### src/design/gauge_config_defines.svh
`ifndef GAUGE_CONFIG_DEFINES_SVH
`define GAUGE_CONFIG_DEFINES_SVH
// ----------------------------------------------------------------
// Register indices on the plain register port
// ----------------------------------------------------------------
`define ADDR_OPERATION_CONFIG 8'h00
`define ADDR_FLASH_OK_MV 8'h01
`define ADDR_SLEEP_MA 8'h02
`define ADDR_HIB_MA 8'h03
`define ADDR_HIB_MV 8'h04
`define ADDR_CONTROL 8'h05
`define ADDR_STATUS 8'h06
`define ADDR_USER_BASE 8'h10
`define USER_WORDS 12
// ----------------------------------------------------------------
// Operation configuration fields
// ----------------------------------------------------------------
`define OPC_RESERVE_COMPENSATION_ENABLE 15
`define OPC_MODE_HI 12
`define OPC_MODE_LO 11
`define OPC_WAKE_RANGE 10
`define OPC_SENSE_HI 9
`define OPC_SENSE_LO 8
`define OPC_PROFILE 6
`define OPC_SLEEP 5
`define OPC_FCC_UPD 4
`define OPC_LOWBAT_POL 3
`define OPC_BATGOOD_POL 2
`define OPC_TEMP_SRC 0
`define OPC_RESET 16'h0979
// ----------------------------------------------------------------
// Threshold reset values
// ----------------------------------------------------------------
`define FLASH_OK_MV_RESET 16'h0af0
`define SLEEP_MA_RESET 16'h000f
`define HIB_MA_RESET 16'h0008
`define HIB_MV_RESET 16'h09f6
// ----------------------------------------------------------------
// Calibration time before sleep
// ----------------------------------------------------------------
`define CAL_TIME_NS 1000
`define CLK_PERIOD_NS 5
`define CAL_CYCLES ((`CAL_TIME_NS + `CLK_PERIOD_NS - 1) / `CLK_PERIOD_NS)
`endif

### src/design/gauge_config_pkg.sv
`default_nettype none
package gauge_config_pkg;
	typedef enum logic [3:0] {
		PM_ACTIVE = 4'b0001,
		PM_CAL = 4'b0010,
		PM_SLEEP = 4'b0100,
		PM_HIBERNATE = 4'b1000
	} power_state_t;
	typedef enum logic [1:0] {
		CM_OPEN = 2'b00,
		CM_MONITOR = 2'b01,
		CM_SHARED = 2'b10
	} charger_mode_t;
	typedef enum logic [2:0] {
		WT_OFF = 3'd0,
		WT_1P25 = 3'd1,
		WT_2P5 = 3'd2,
		WT_5 = 3'd3,
		WT_10 = 3'd4
	} wake_thresh_t;
endpackage : gauge_config_pkg
`default_nettype wire

### src/design/gauge_config_power_modes.sv
// Functional notes
// Reserve compensation bit enables no-load compensation of reserve capacity; default zero.
// Bits 14, 13, 7 and 1 are reserved and have no function.
// Bits 12:11 choose charger mode 0, 1 or 2; default mode 1.
// Mode 0 measures temperature only in discharge and relaxation.
// Mode 1 also monitors charge temperature and disables charger when out of range.
// Mode 2 shares thermistor: charger during charge, gauge otherwise.
// In sleep or hibernate, wake comparator interrupts on threshold crossing either way.
// Sense-select and range bits decode wake threshold; sense 00 disables; default 001.
// Profile-select bit enables cell profile selection; default one.
// Sleep only when enabled and average current magnitude below sleep threshold.
// Run converter calibration before entering sleep.
// Full-capacity bit loads remaining capacity from full capacity on termination.
// Low-battery output active-high when polarity bit set; default one.
// Battery-good output active-low when polarity bit clear; default zero.
// Temperature source bit picks external thermistor when one, internal when zero.
// Refuse flash writes below flash voltage limit unless charger detected.
// Hibernate on request when average current magnitude below hibernate current limit.
// Hibernate on request when cell voltage below hibernate voltage limit.
// Three user string blocks of eight characters, default zeros.
// Charging means measured current above the charge current threshold.
// Reserved bits read back as written and affect nothing.
//
// The implementer's own choices: the strobed register port and the address map.
`include "gauge_config_defines.svh"
`default_nettype none
module gauge_config_power_modes #(
	parameter int CAL_CYCLES = `CAL_CYCLES
) (
	input wire logic core_clk_i,
	input wire logic resetn_i,
	input wire logic [7:0] addr_i,
	input wire logic [15:0] wdata_i,
	input wire logic wr_i,
	input wire logic rd_i,
	output logic [15:0] rdata_o,
	input wire logic signed [15:0] current_ma_i,
	input wire logic signed [15:0] avg_current_ma_i,
	input wire logic [15:0] chg_threshold_ma_i,
	input wire logic [15:0] voltage_mv_i,
	input wire logic signed [15:0] sense_uv_i,
	input wire logic [15:0] ext_temp_i,
	input wire logic [15:0] int_temp_i,
	input wire logic temp_out_of_range_i,
	input wire logic low_battery_flag_i,
	input wire logic charger_detected_i,
	input wire logic termination_i,
	input wire logic [15:0] full_capacity_i,
	input wire logic flash_wr_req_i,
	output logic flash_wr_grant_o,
	output logic flash_wr_refused_o,
	output logic rem_cap_load_o,
	output logic [15:0] rem_cap_o,
	output logic reserve_comp_o,
	output logic profile_select_o,
	output logic [15:0] temperature_o,
	output logic temp_measure_en_o,
	output logic thermistor_to_charger_o,
	output logic battery_good_output_o,
	output logic low_battery_output_o,
	output logic adc_cal_o,
	output logic wake_irq_o,
	output logic [3:0] power_state_o
);
	import gauge_config_pkg::*;

	initial begin
		if (CAL_CYCLES < 1 || CAL_CYCLES > 65535) begin
			$error("CAL_CYCLES out of range");
		end
	end

	// ----------------------------------------------------------------
	// State
	// ----------------------------------------------------------------
	typedef struct packed {
		logic [15:0] opc;
		logic [15:0] flash_mv;
		logic [15:0] sleep_ma;
		logic [15:0] hib_ma;
		logic [15:0] hib_mv;
		logic hib_req;
		logic [`USER_WORDS*16-1:0] user;
		power_state_t pstate;
		logic [15:0] cal_cnt;
		logic [15:0] rdata;
		logic [15:0] temp;
		logic [15:0] rem_cap;
		logic rem_load;
		logic grant;
		logic refused;
		logic wake_irq;
		logic above_prev;
		logic below_prev;
		logic temp_fault;
	} state_t;

	state_t s_reg;
	state_t s_next;

	charger_mode_t cmode;
	wake_thresh_t wsel;
	logic [15:0] wake_uv;
	logic charging;
	logic [15:0] avg_mag;
	logic sleep_ok;
	logic hib_ok;
	logic above;
	logic below;

	always_comb begin
		cmode = charger_mode_t'(s_reg.opc[`OPC_MODE_HI:`OPC_MODE_LO]);
		charging = current_ma_i > $signed({1'b0, chg_threshold_ma_i[14:0]});
		avg_mag = avg_current_ma_i[15] ? 16'(-avg_current_ma_i) : avg_current_ma_i;
		sleep_ok = s_reg.opc[`OPC_SLEEP] && (avg_mag < s_reg.sleep_ma);
		hib_ok = s_reg.hib_req && ((avg_mag < s_reg.hib_ma) || (voltage_mv_i < s_reg.hib_mv));
		// Threshold decoded from {sense_hi, sense_lo, range}.
		unique case ({s_reg.opc[`OPC_SENSE_HI], s_reg.opc[`OPC_SENSE_LO], s_reg.opc[`OPC_WAKE_RANGE]})
			3'h2: wsel = WT_1P25;
			3'h3, 3'h4: wsel = WT_2P5;
			3'h5, 3'h6: wsel = WT_5;
			3'h7: wsel = WT_10;
			default: wsel = WT_OFF;
		endcase
		unique case (wsel)
			WT_1P25: wake_uv = 16'h04e2;
			WT_2P5: wake_uv = 16'h09c4;
			WT_5: wake_uv = 16'h1388;
			WT_10: wake_uv = 16'h2710;
			default: wake_uv = 16'h0000;
		endcase
		above = sense_uv_i > $signed({1'b0, wake_uv[14:0]});
		below = sense_uv_i < -$signed({1'b0, wake_uv[14:0]});
	end

	// ----------------------------------------------------------------
	// Next state
	// ----------------------------------------------------------------
	always_comb begin
		s_next = s_reg;
		s_next.rem_load = 1'b0;
		s_next.grant = 1'b0;
		s_next.refused = 1'b0;
		s_next.wake_irq = 1'b0;
		s_next.rdata = 16'h0000;
		// All sixteen bits stored except at the control address (bit 0 only), reserved ones included; they feed no logic.
		if (wr_i) begin
			unique case (addr_i)
				`ADDR_OPERATION_CONFIG: s_next.opc = wdata_i;
				`ADDR_FLASH_OK_MV: s_next.flash_mv = wdata_i;
				`ADDR_SLEEP_MA: s_next.sleep_ma = wdata_i;
				`ADDR_HIB_MA: s_next.hib_ma = wdata_i;
				`ADDR_HIB_MV: s_next.hib_mv = wdata_i;
				`ADDR_CONTROL: s_next.hib_req = wdata_i[0];
				default: begin
					if (addr_i >= `ADDR_USER_BASE && addr_i < `ADDR_USER_BASE + 8'(`USER_WORDS)) begin
						s_next.user[(addr_i - `ADDR_USER_BASE) * 16 +: 16] = wdata_i;
					end
				end
			endcase
		end
		if (rd_i) begin
			unique case (addr_i)
				`ADDR_OPERATION_CONFIG: s_next.rdata = s_reg.opc;
				`ADDR_FLASH_OK_MV: s_next.rdata = s_reg.flash_mv;
				`ADDR_SLEEP_MA: s_next.rdata = s_reg.sleep_ma;
				`ADDR_HIB_MA: s_next.rdata = s_reg.hib_ma;
				`ADDR_HIB_MV: s_next.rdata = s_reg.hib_mv;
				`ADDR_CONTROL: s_next.rdata = {15'h0000, s_reg.hib_req};
				`ADDR_STATUS: s_next.rdata = {11'h000, s_reg.temp_fault, s_reg.pstate};
				default: begin
					if (addr_i >= `ADDR_USER_BASE && addr_i < `ADDR_USER_BASE + 8'(`USER_WORDS)) begin
						s_next.rdata = s_reg.user[(addr_i - `ADDR_USER_BASE) * 16 +: 16];
					end
				end
			endcase
		end
		// Temperature source and measurement window.
		if (temp_measure_en_o) begin
			s_next.temp = s_reg.opc[`OPC_TEMP_SRC] ? ext_temp_i : int_temp_i;
		end
		// Fault latched only in monitor mode while charging; it clears on recovery.
		s_next.temp_fault = (cmode == CM_MONITOR) && charging && temp_out_of_range_i;
		// Flash protection: a charger lifts the voltage floor.
		if (flash_wr_req_i) begin
			if (charger_detected_i || voltage_mv_i >= s_reg.flash_mv) begin
				s_next.grant = 1'b1;
			end else begin
				s_next.refused = 1'b1;
			end
		end
		if (termination_i && s_reg.opc[`OPC_FCC_UPD]) begin
			s_next.rem_cap = full_capacity_i;
			s_next.rem_load = 1'b1;
		end
		// Edge of the comparator so a steady offset raises one event, not a stream.
		s_next.above_prev = above;
		s_next.below_prev = below;
		// ----------------------------------------------------------------
		// Power mode sequencing
		// ----------------------------------------------------------------
		unique case (s_reg.pstate)
			PM_ACTIVE: begin
				if (hib_ok) begin
					s_next.pstate = PM_HIBERNATE;
				end else if (sleep_ok) begin
					s_next.pstate = PM_CAL;
					s_next.cal_cnt = 16'(CAL_CYCLES - 1);
				end
			end
			PM_CAL: begin
				if (!sleep_ok) begin
					s_next.pstate = PM_ACTIVE;
				end else if (s_reg.cal_cnt == 16'h0000) begin
					s_next.pstate = PM_SLEEP;
				end else begin
					s_next.cal_cnt = s_reg.cal_cnt - 16'h0001;
				end
			end
			PM_SLEEP, PM_HIBERNATE: begin
				if (wsel != WT_OFF && ((above && !s_reg.above_prev) || (below && !s_reg.below_prev))) begin
					s_next.wake_irq = 1'b1;
					s_next.pstate = PM_ACTIVE;
				end else if (s_reg.pstate == PM_SLEEP && hib_ok) begin
					s_next.pstate = PM_HIBERNATE;
				end else if (s_reg.pstate == PM_SLEEP && !sleep_ok) begin
					s_next.pstate = PM_ACTIVE;
				end else if (s_reg.pstate == PM_HIBERNATE && !s_reg.hib_req) begin
					s_next.pstate = PM_ACTIVE;
				end
			end
		endcase
	end

	always_ff @(posedge core_clk_i or negedge resetn_i) begin
		if (!resetn_i) begin
			s_reg <= '0;
			s_reg.opc <= `OPC_RESET;
			s_reg.flash_mv <= `FLASH_OK_MV_RESET;
			s_reg.sleep_ma <= `SLEEP_MA_RESET;
			s_reg.hib_ma <= `HIB_MA_RESET;
			s_reg.hib_mv <= `HIB_MV_RESET;
			s_reg.pstate <= PM_ACTIVE;
		end else begin
			s_reg <= s_next;
		end
	end

	// ----------------------------------------------------------------
	// Outputs
	// ----------------------------------------------------------------
	// Mode 0 and 1 measure in charge only when mode 1; mode 2 yields the thermistor while charging.
	assign temp_measure_en_o = !charging || (cmode == CM_MONITOR);
	assign thermistor_to_charger_o = (cmode == CM_SHARED) && charging;
	assign battery_good_output_o = s_reg.temp_fault ^ ~s_reg.opc[`OPC_BATGOOD_POL];
	assign low_battery_output_o = low_battery_flag_i ~^ s_reg.opc[`OPC_LOWBAT_POL];
	assign reserve_comp_o = s_reg.opc[`OPC_RESERVE_COMPENSATION_ENABLE];
	assign profile_select_o = s_reg.opc[`OPC_PROFILE];
	assign adc_cal_o = s_reg.pstate == PM_CAL;
	assign rdata_o = s_reg.rdata;
	assign temperature_o = s_reg.temp;
	assign flash_wr_grant_o = s_reg.grant;
	assign flash_wr_refused_o = s_reg.refused;
	assign rem_cap_load_o = s_reg.rem_load;
	assign rem_cap_o = s_reg.rem_cap;
	assign wake_irq_o = s_reg.wake_irq;
	assign power_state_o = s_reg.pstate;
endmodule : gauge_config_power_modes
`default_nettype wire

### config.mk
export PLATFORM = sky130hd
export DESIGN_NAME = gauge_config_power_modes
export DESIGN_NICKNAME = d
export VERILOG_FILES = /design/src/design/gauge_config_pkg.sv /design/src/design/gauge_config_power_modes.sv
export VERILOG_INCLUDE_DIRS = /design/src /design/src/design
export SDC_FILE = /design/constraint.sdc
export NUM_CORES = 1
export LEC_CHECK = 0
export BUFFER_PORTS_ARGS = -buffer_cell sky130_fd_sc_hd__buf_2
export CAP_MARGIN = 0
export CORE_UTILIZATION = 45
export DETAILED_ROUTE_END_ITERATION = 10
export GPL_TIMING_DRIVEN = 0
export PLACE_DENSITY = 0.67
export SETUP_SLACK_MARGIN = 0.05
export SYNTH_ARGS = -nofsm -noshare
export SYNTH_HDL_FRONTEND = slang
export SYNTH_SLANG_ARGS = --single-unit
### constraint.sdc
create_clock -name core_clk_i -period 4.7 [get_ports core_clk_i]
set_input_delay 0.94 -clock core_clk_i [delete_from_list [all_inputs] [get_ports core_clk_i]]
set_output_delay 0.94 -clock core_clk_i [all_outputs]
set_load 0.05 [all_outputs]
==> flow_summary.ini <==
[run_status]
outcome = complete, no violations

[synth]
synth_mux_area_share_pct = 14.8
synth_simple_gate_area_share_pct = 12.6
synth_cells = 1903
synth_area_leaders = dfrtp_1 (41%), mux2_2 (7.7%), ha_1 (7.5%)
synth_top_family_by_area = multiplexers
yosysWarnings = 0
synth_xor_area_share_pct = 0.985
synth_area_um2 = 19600
synth.avg_cell_area_um2 = 10.3
synth-seq-area-share_pct = 44.7
yosys.cell_types.count = 67
synth_top_area_share_pct = 41.0
synth_top_area_cell = dfrtp_1
synth-edff-count = 0
synth-main-ff-cell = dfrtp_1
synthArstFlopShare_pct = 100
synthAdderAreaFrac_pct = 7.54
synth_fp_nets = 2182
ys_ff_latch = 348
synth-compound-area-share_pct = 12.8

[sta]
worstMarginPinSlew_ns = 1.01
layout_setup_ws_ns = 0.258
setup_violations = 0
hold_viol_final = 0
slew_violations = 0
skew_ns = 0.0202
fmax_ghz = 0.225
max_slew_margin_pct = 32.5
setup_tns_ns = 0
period_minus_slack_ns = 4.44
rsz0062_at_grt = no
period_share_pct = 94.5

[clocking]
cts_buffers = 38
post-cts-setup-buffers = 0
clk_latency_ns = 0.54
tritoncts = yes
clockBufferDepth = 3
cts.sinks = 348
cts_hold_buf = 0
clkTransAtPathRegs_ns = 0.06
htreeDepth = 2
cts_root_buf = clkbuf_16

[critical_path]
rr_startpoint = s_reg[340]
reg2reg_depth = 12
critPathMaxStageDelay_ns = 0.39
crit_path_end_kind = register
path_cells = buf_2 -> inv_1 -> ha_1 -> nand2_1 -> or3_1 -> or2_2 -> o41ai_4 -> xnor2_2 -> ha_1 -> nand2_1 -> nor2_1 -> a2111oi_2 -> o31ai_1 -> or2_2 -> o21bai_1 -> buf_2 -> nor4_2 -> mux2_2
cp_data_required_time_ns = 5.13
startpoint_type = input pin
cp_slowest_cell = or2_2
critical_path.startpoint = avg_current_ma_i[0]
critPathCapture = s_reg[62]
reg2reg_slack_ns = 0.91
path_class = input pin to register
critical_path.max_fanout = 10
rr_endpoint = power_state_o[1]
arrival_ns = 4.87

[die]
io_pins = 224
die_h_um = 211
die_x_um = 211
fp-row-count = 76
initial_utilization_pct = 45.5
fp.coreArea_um2 = 43000
die_area_um2 = 44300

[grt]
grt_pass1_wl_um = 85200
grt_util_all_layers_pct = 24.5
overflow = 0
grt_start_max_net_pins = 121
antenna_found_initial = 2
grt_pass1_vias = 15700

[drt]
num_vias = 15700
antenna_left = 0
first_pass_iters = 8
drcViolationCount = 0
drtIter0Drc = 1326
totalWireLength_um = 53800
wl_per_cell_um = 19.5
via_per_inst = 5.67

[power]
clkPwrFrac_pct = 38.2
p_leak_nw = 10.3
p_sw_mw = 2.15
internal-power_mw = 5.24
power.total_mw = 7.39
switching_share_pct = 29.1
peakVddDrop_mv = 0.231
p_comb_share_pct = 18.2
power_density_nw_per_um2 = 326
p_seq_share_pct = 43.6

[finish]
final_cells = 2758
synthToLayoutAreaGrowth_pct = 15.7
largest_reg_flops = 288
final_cell_area_um2 = 22600
drive_gt1_share_pct = 26.5
fillers = 3881
final_nets = 2424

[place]
placed_cells = 2695
dpl-instance-area_um2 = 21400
routabilityCongestion = 0.870
dp_hpwl_um = 41600
post-place-ws_ns = -1.03
port_buffers = 204

[flow_run]
max-cap-violations = 0

[hold_path]
hold_path.class = input pin to asynchronous set/reset pin
==> per-layer routing <==
metal / track usage [%] / up-vias / wire length [µm] / share of wire, %
met2: 41.9 / 503 / 26600 / 49
met3: 3.20 / 94 / 3140 / 5.8
met5: 0 / - / 0 / 0
met1: 32.3 / 7834 / 22800 / 42
li1: - / 7219 / - / -
met4: 7.70 / 0 / 1290 / 2.4
==> cells by family after synthesis <==
| logic type | after synthesis |
|---|---|
| compound gates | 405 |
| simple gates | 520 |
| xor+xnor | 22 |
| mux | 209 |
| buf+inv | 281 |
| flops | 348 |
| fa+ha+maj | 118 |
==> cells in the final DEF, fill, tap and decap left out, drive strengths merged, types with 10 or more instances in the layout <==
cell	count
nand3	51
clkbuf	133
a222oi	21
a21oi	30
a21o	22
nand2b	17
nor2	48
or3	19
buf	301
mux4	48
mux2	140
nand2	285
dfrtp	321
xnor2	21
dfstp	27
o31ai	38
a22oi	13
inv	101
ha	118
o21ai	209
clkinv	11
mux2i	21
a31oi	20
nor3	16
nor2b	10
o41ai	12
==> power by group through the flow <==
stage	combinational (mW)	sequential, mW	clock (mW)
2_1_floorplan	0.931	3.25	0
3_3_place_gp	1.29	3.27	0
3_5_place_dp	1.33	3.27	0
4_1_cts	1.34	3.22	2.87
5_1_grt	1.47	3.24	3.00
6_report	1.34	3.22	2.82
==> worst min-delay path by stage <==
stage | start | to | slack [ns] | depth (start not counted)
after detailed placement | s_reg[141] | s_reg[141] | 0.46 | 2
after global placement | s_reg[206] | s_reg[206] | 0.45 | 2
after CTS | resetn_i | s_reg[104] | 0.34 | 1
after global routing | resetn_i | s_reg[2] | 0.36 | 1
after floorplan | s_reg[139] | s_reg[139] | 0.44 | 2
final | resetn_i | s_reg[1] | 0.34 | 1
==> stage by stage <==
step                      util [%]  hold slack (ns)
final                         52.7            0.341
after global routing          52.7            0.357
after CTS                     52.6            0.342
after detailed placement      49.8            0.457
after global placement        49.6            0.454
after floorplan                  -            0.439
==> cell type report <==
cell class / count / area [µm²] / share of cell area (%)
antenna: 2 / 5.00 / 0.0221
clock buffer: 52 / 1040 / 4.62
multi-input combinational: 1274 / 9590 / 42.4
buffer: 175 / 901 / 3.98
inverter: 101 / 379 / 1.67
timing repair buffer: 207 / 1110 / 4.92
sequential: 348 / 8740 / 38.6
clock inverter: 14 / 126 / 0.558
tap: 585 / 732 / 3.23
==> worst max-delay path: cells and delay by family <==
kind,cells,cell delay [ns]
compound gates,4,0.98
xor+xnor,1,0.20
fa+ha+maj,2,0.47
buf+inv,3,0.41
mux,1,0.36
simple gates,7,1.48
==> cell usage after synthesis, types with 16 or more instances <==
master,number
nor2_1,48
a222oi_1,21
ha_1,118
mux2i_1,21
buf_1,22
buf_4,53
a21o_1,22
a31oi_1,20
a21oi_1,30
or3_1,19
buf_2,16
dfrtp_1,321
xnor2_1,21
nor3_1,16
o21ai_0,209
nand2_1,285
nand3_1,51
dfstp_2,27
nand2b_1,17
clkbuf_1,86
o31ai_1,38
mux4_2,48
mux2_2,134
inv_1,101
==> timing repair <==
item | in CTS | in global routing
endpoints found under the hold margin | 0 | 0
gates resized for setup | 5 | 12
endpoints found under the setup margin | 199 | 203
pin swaps | 0 | 0
No activity file was read; power rests on OpenSTA's default activity.
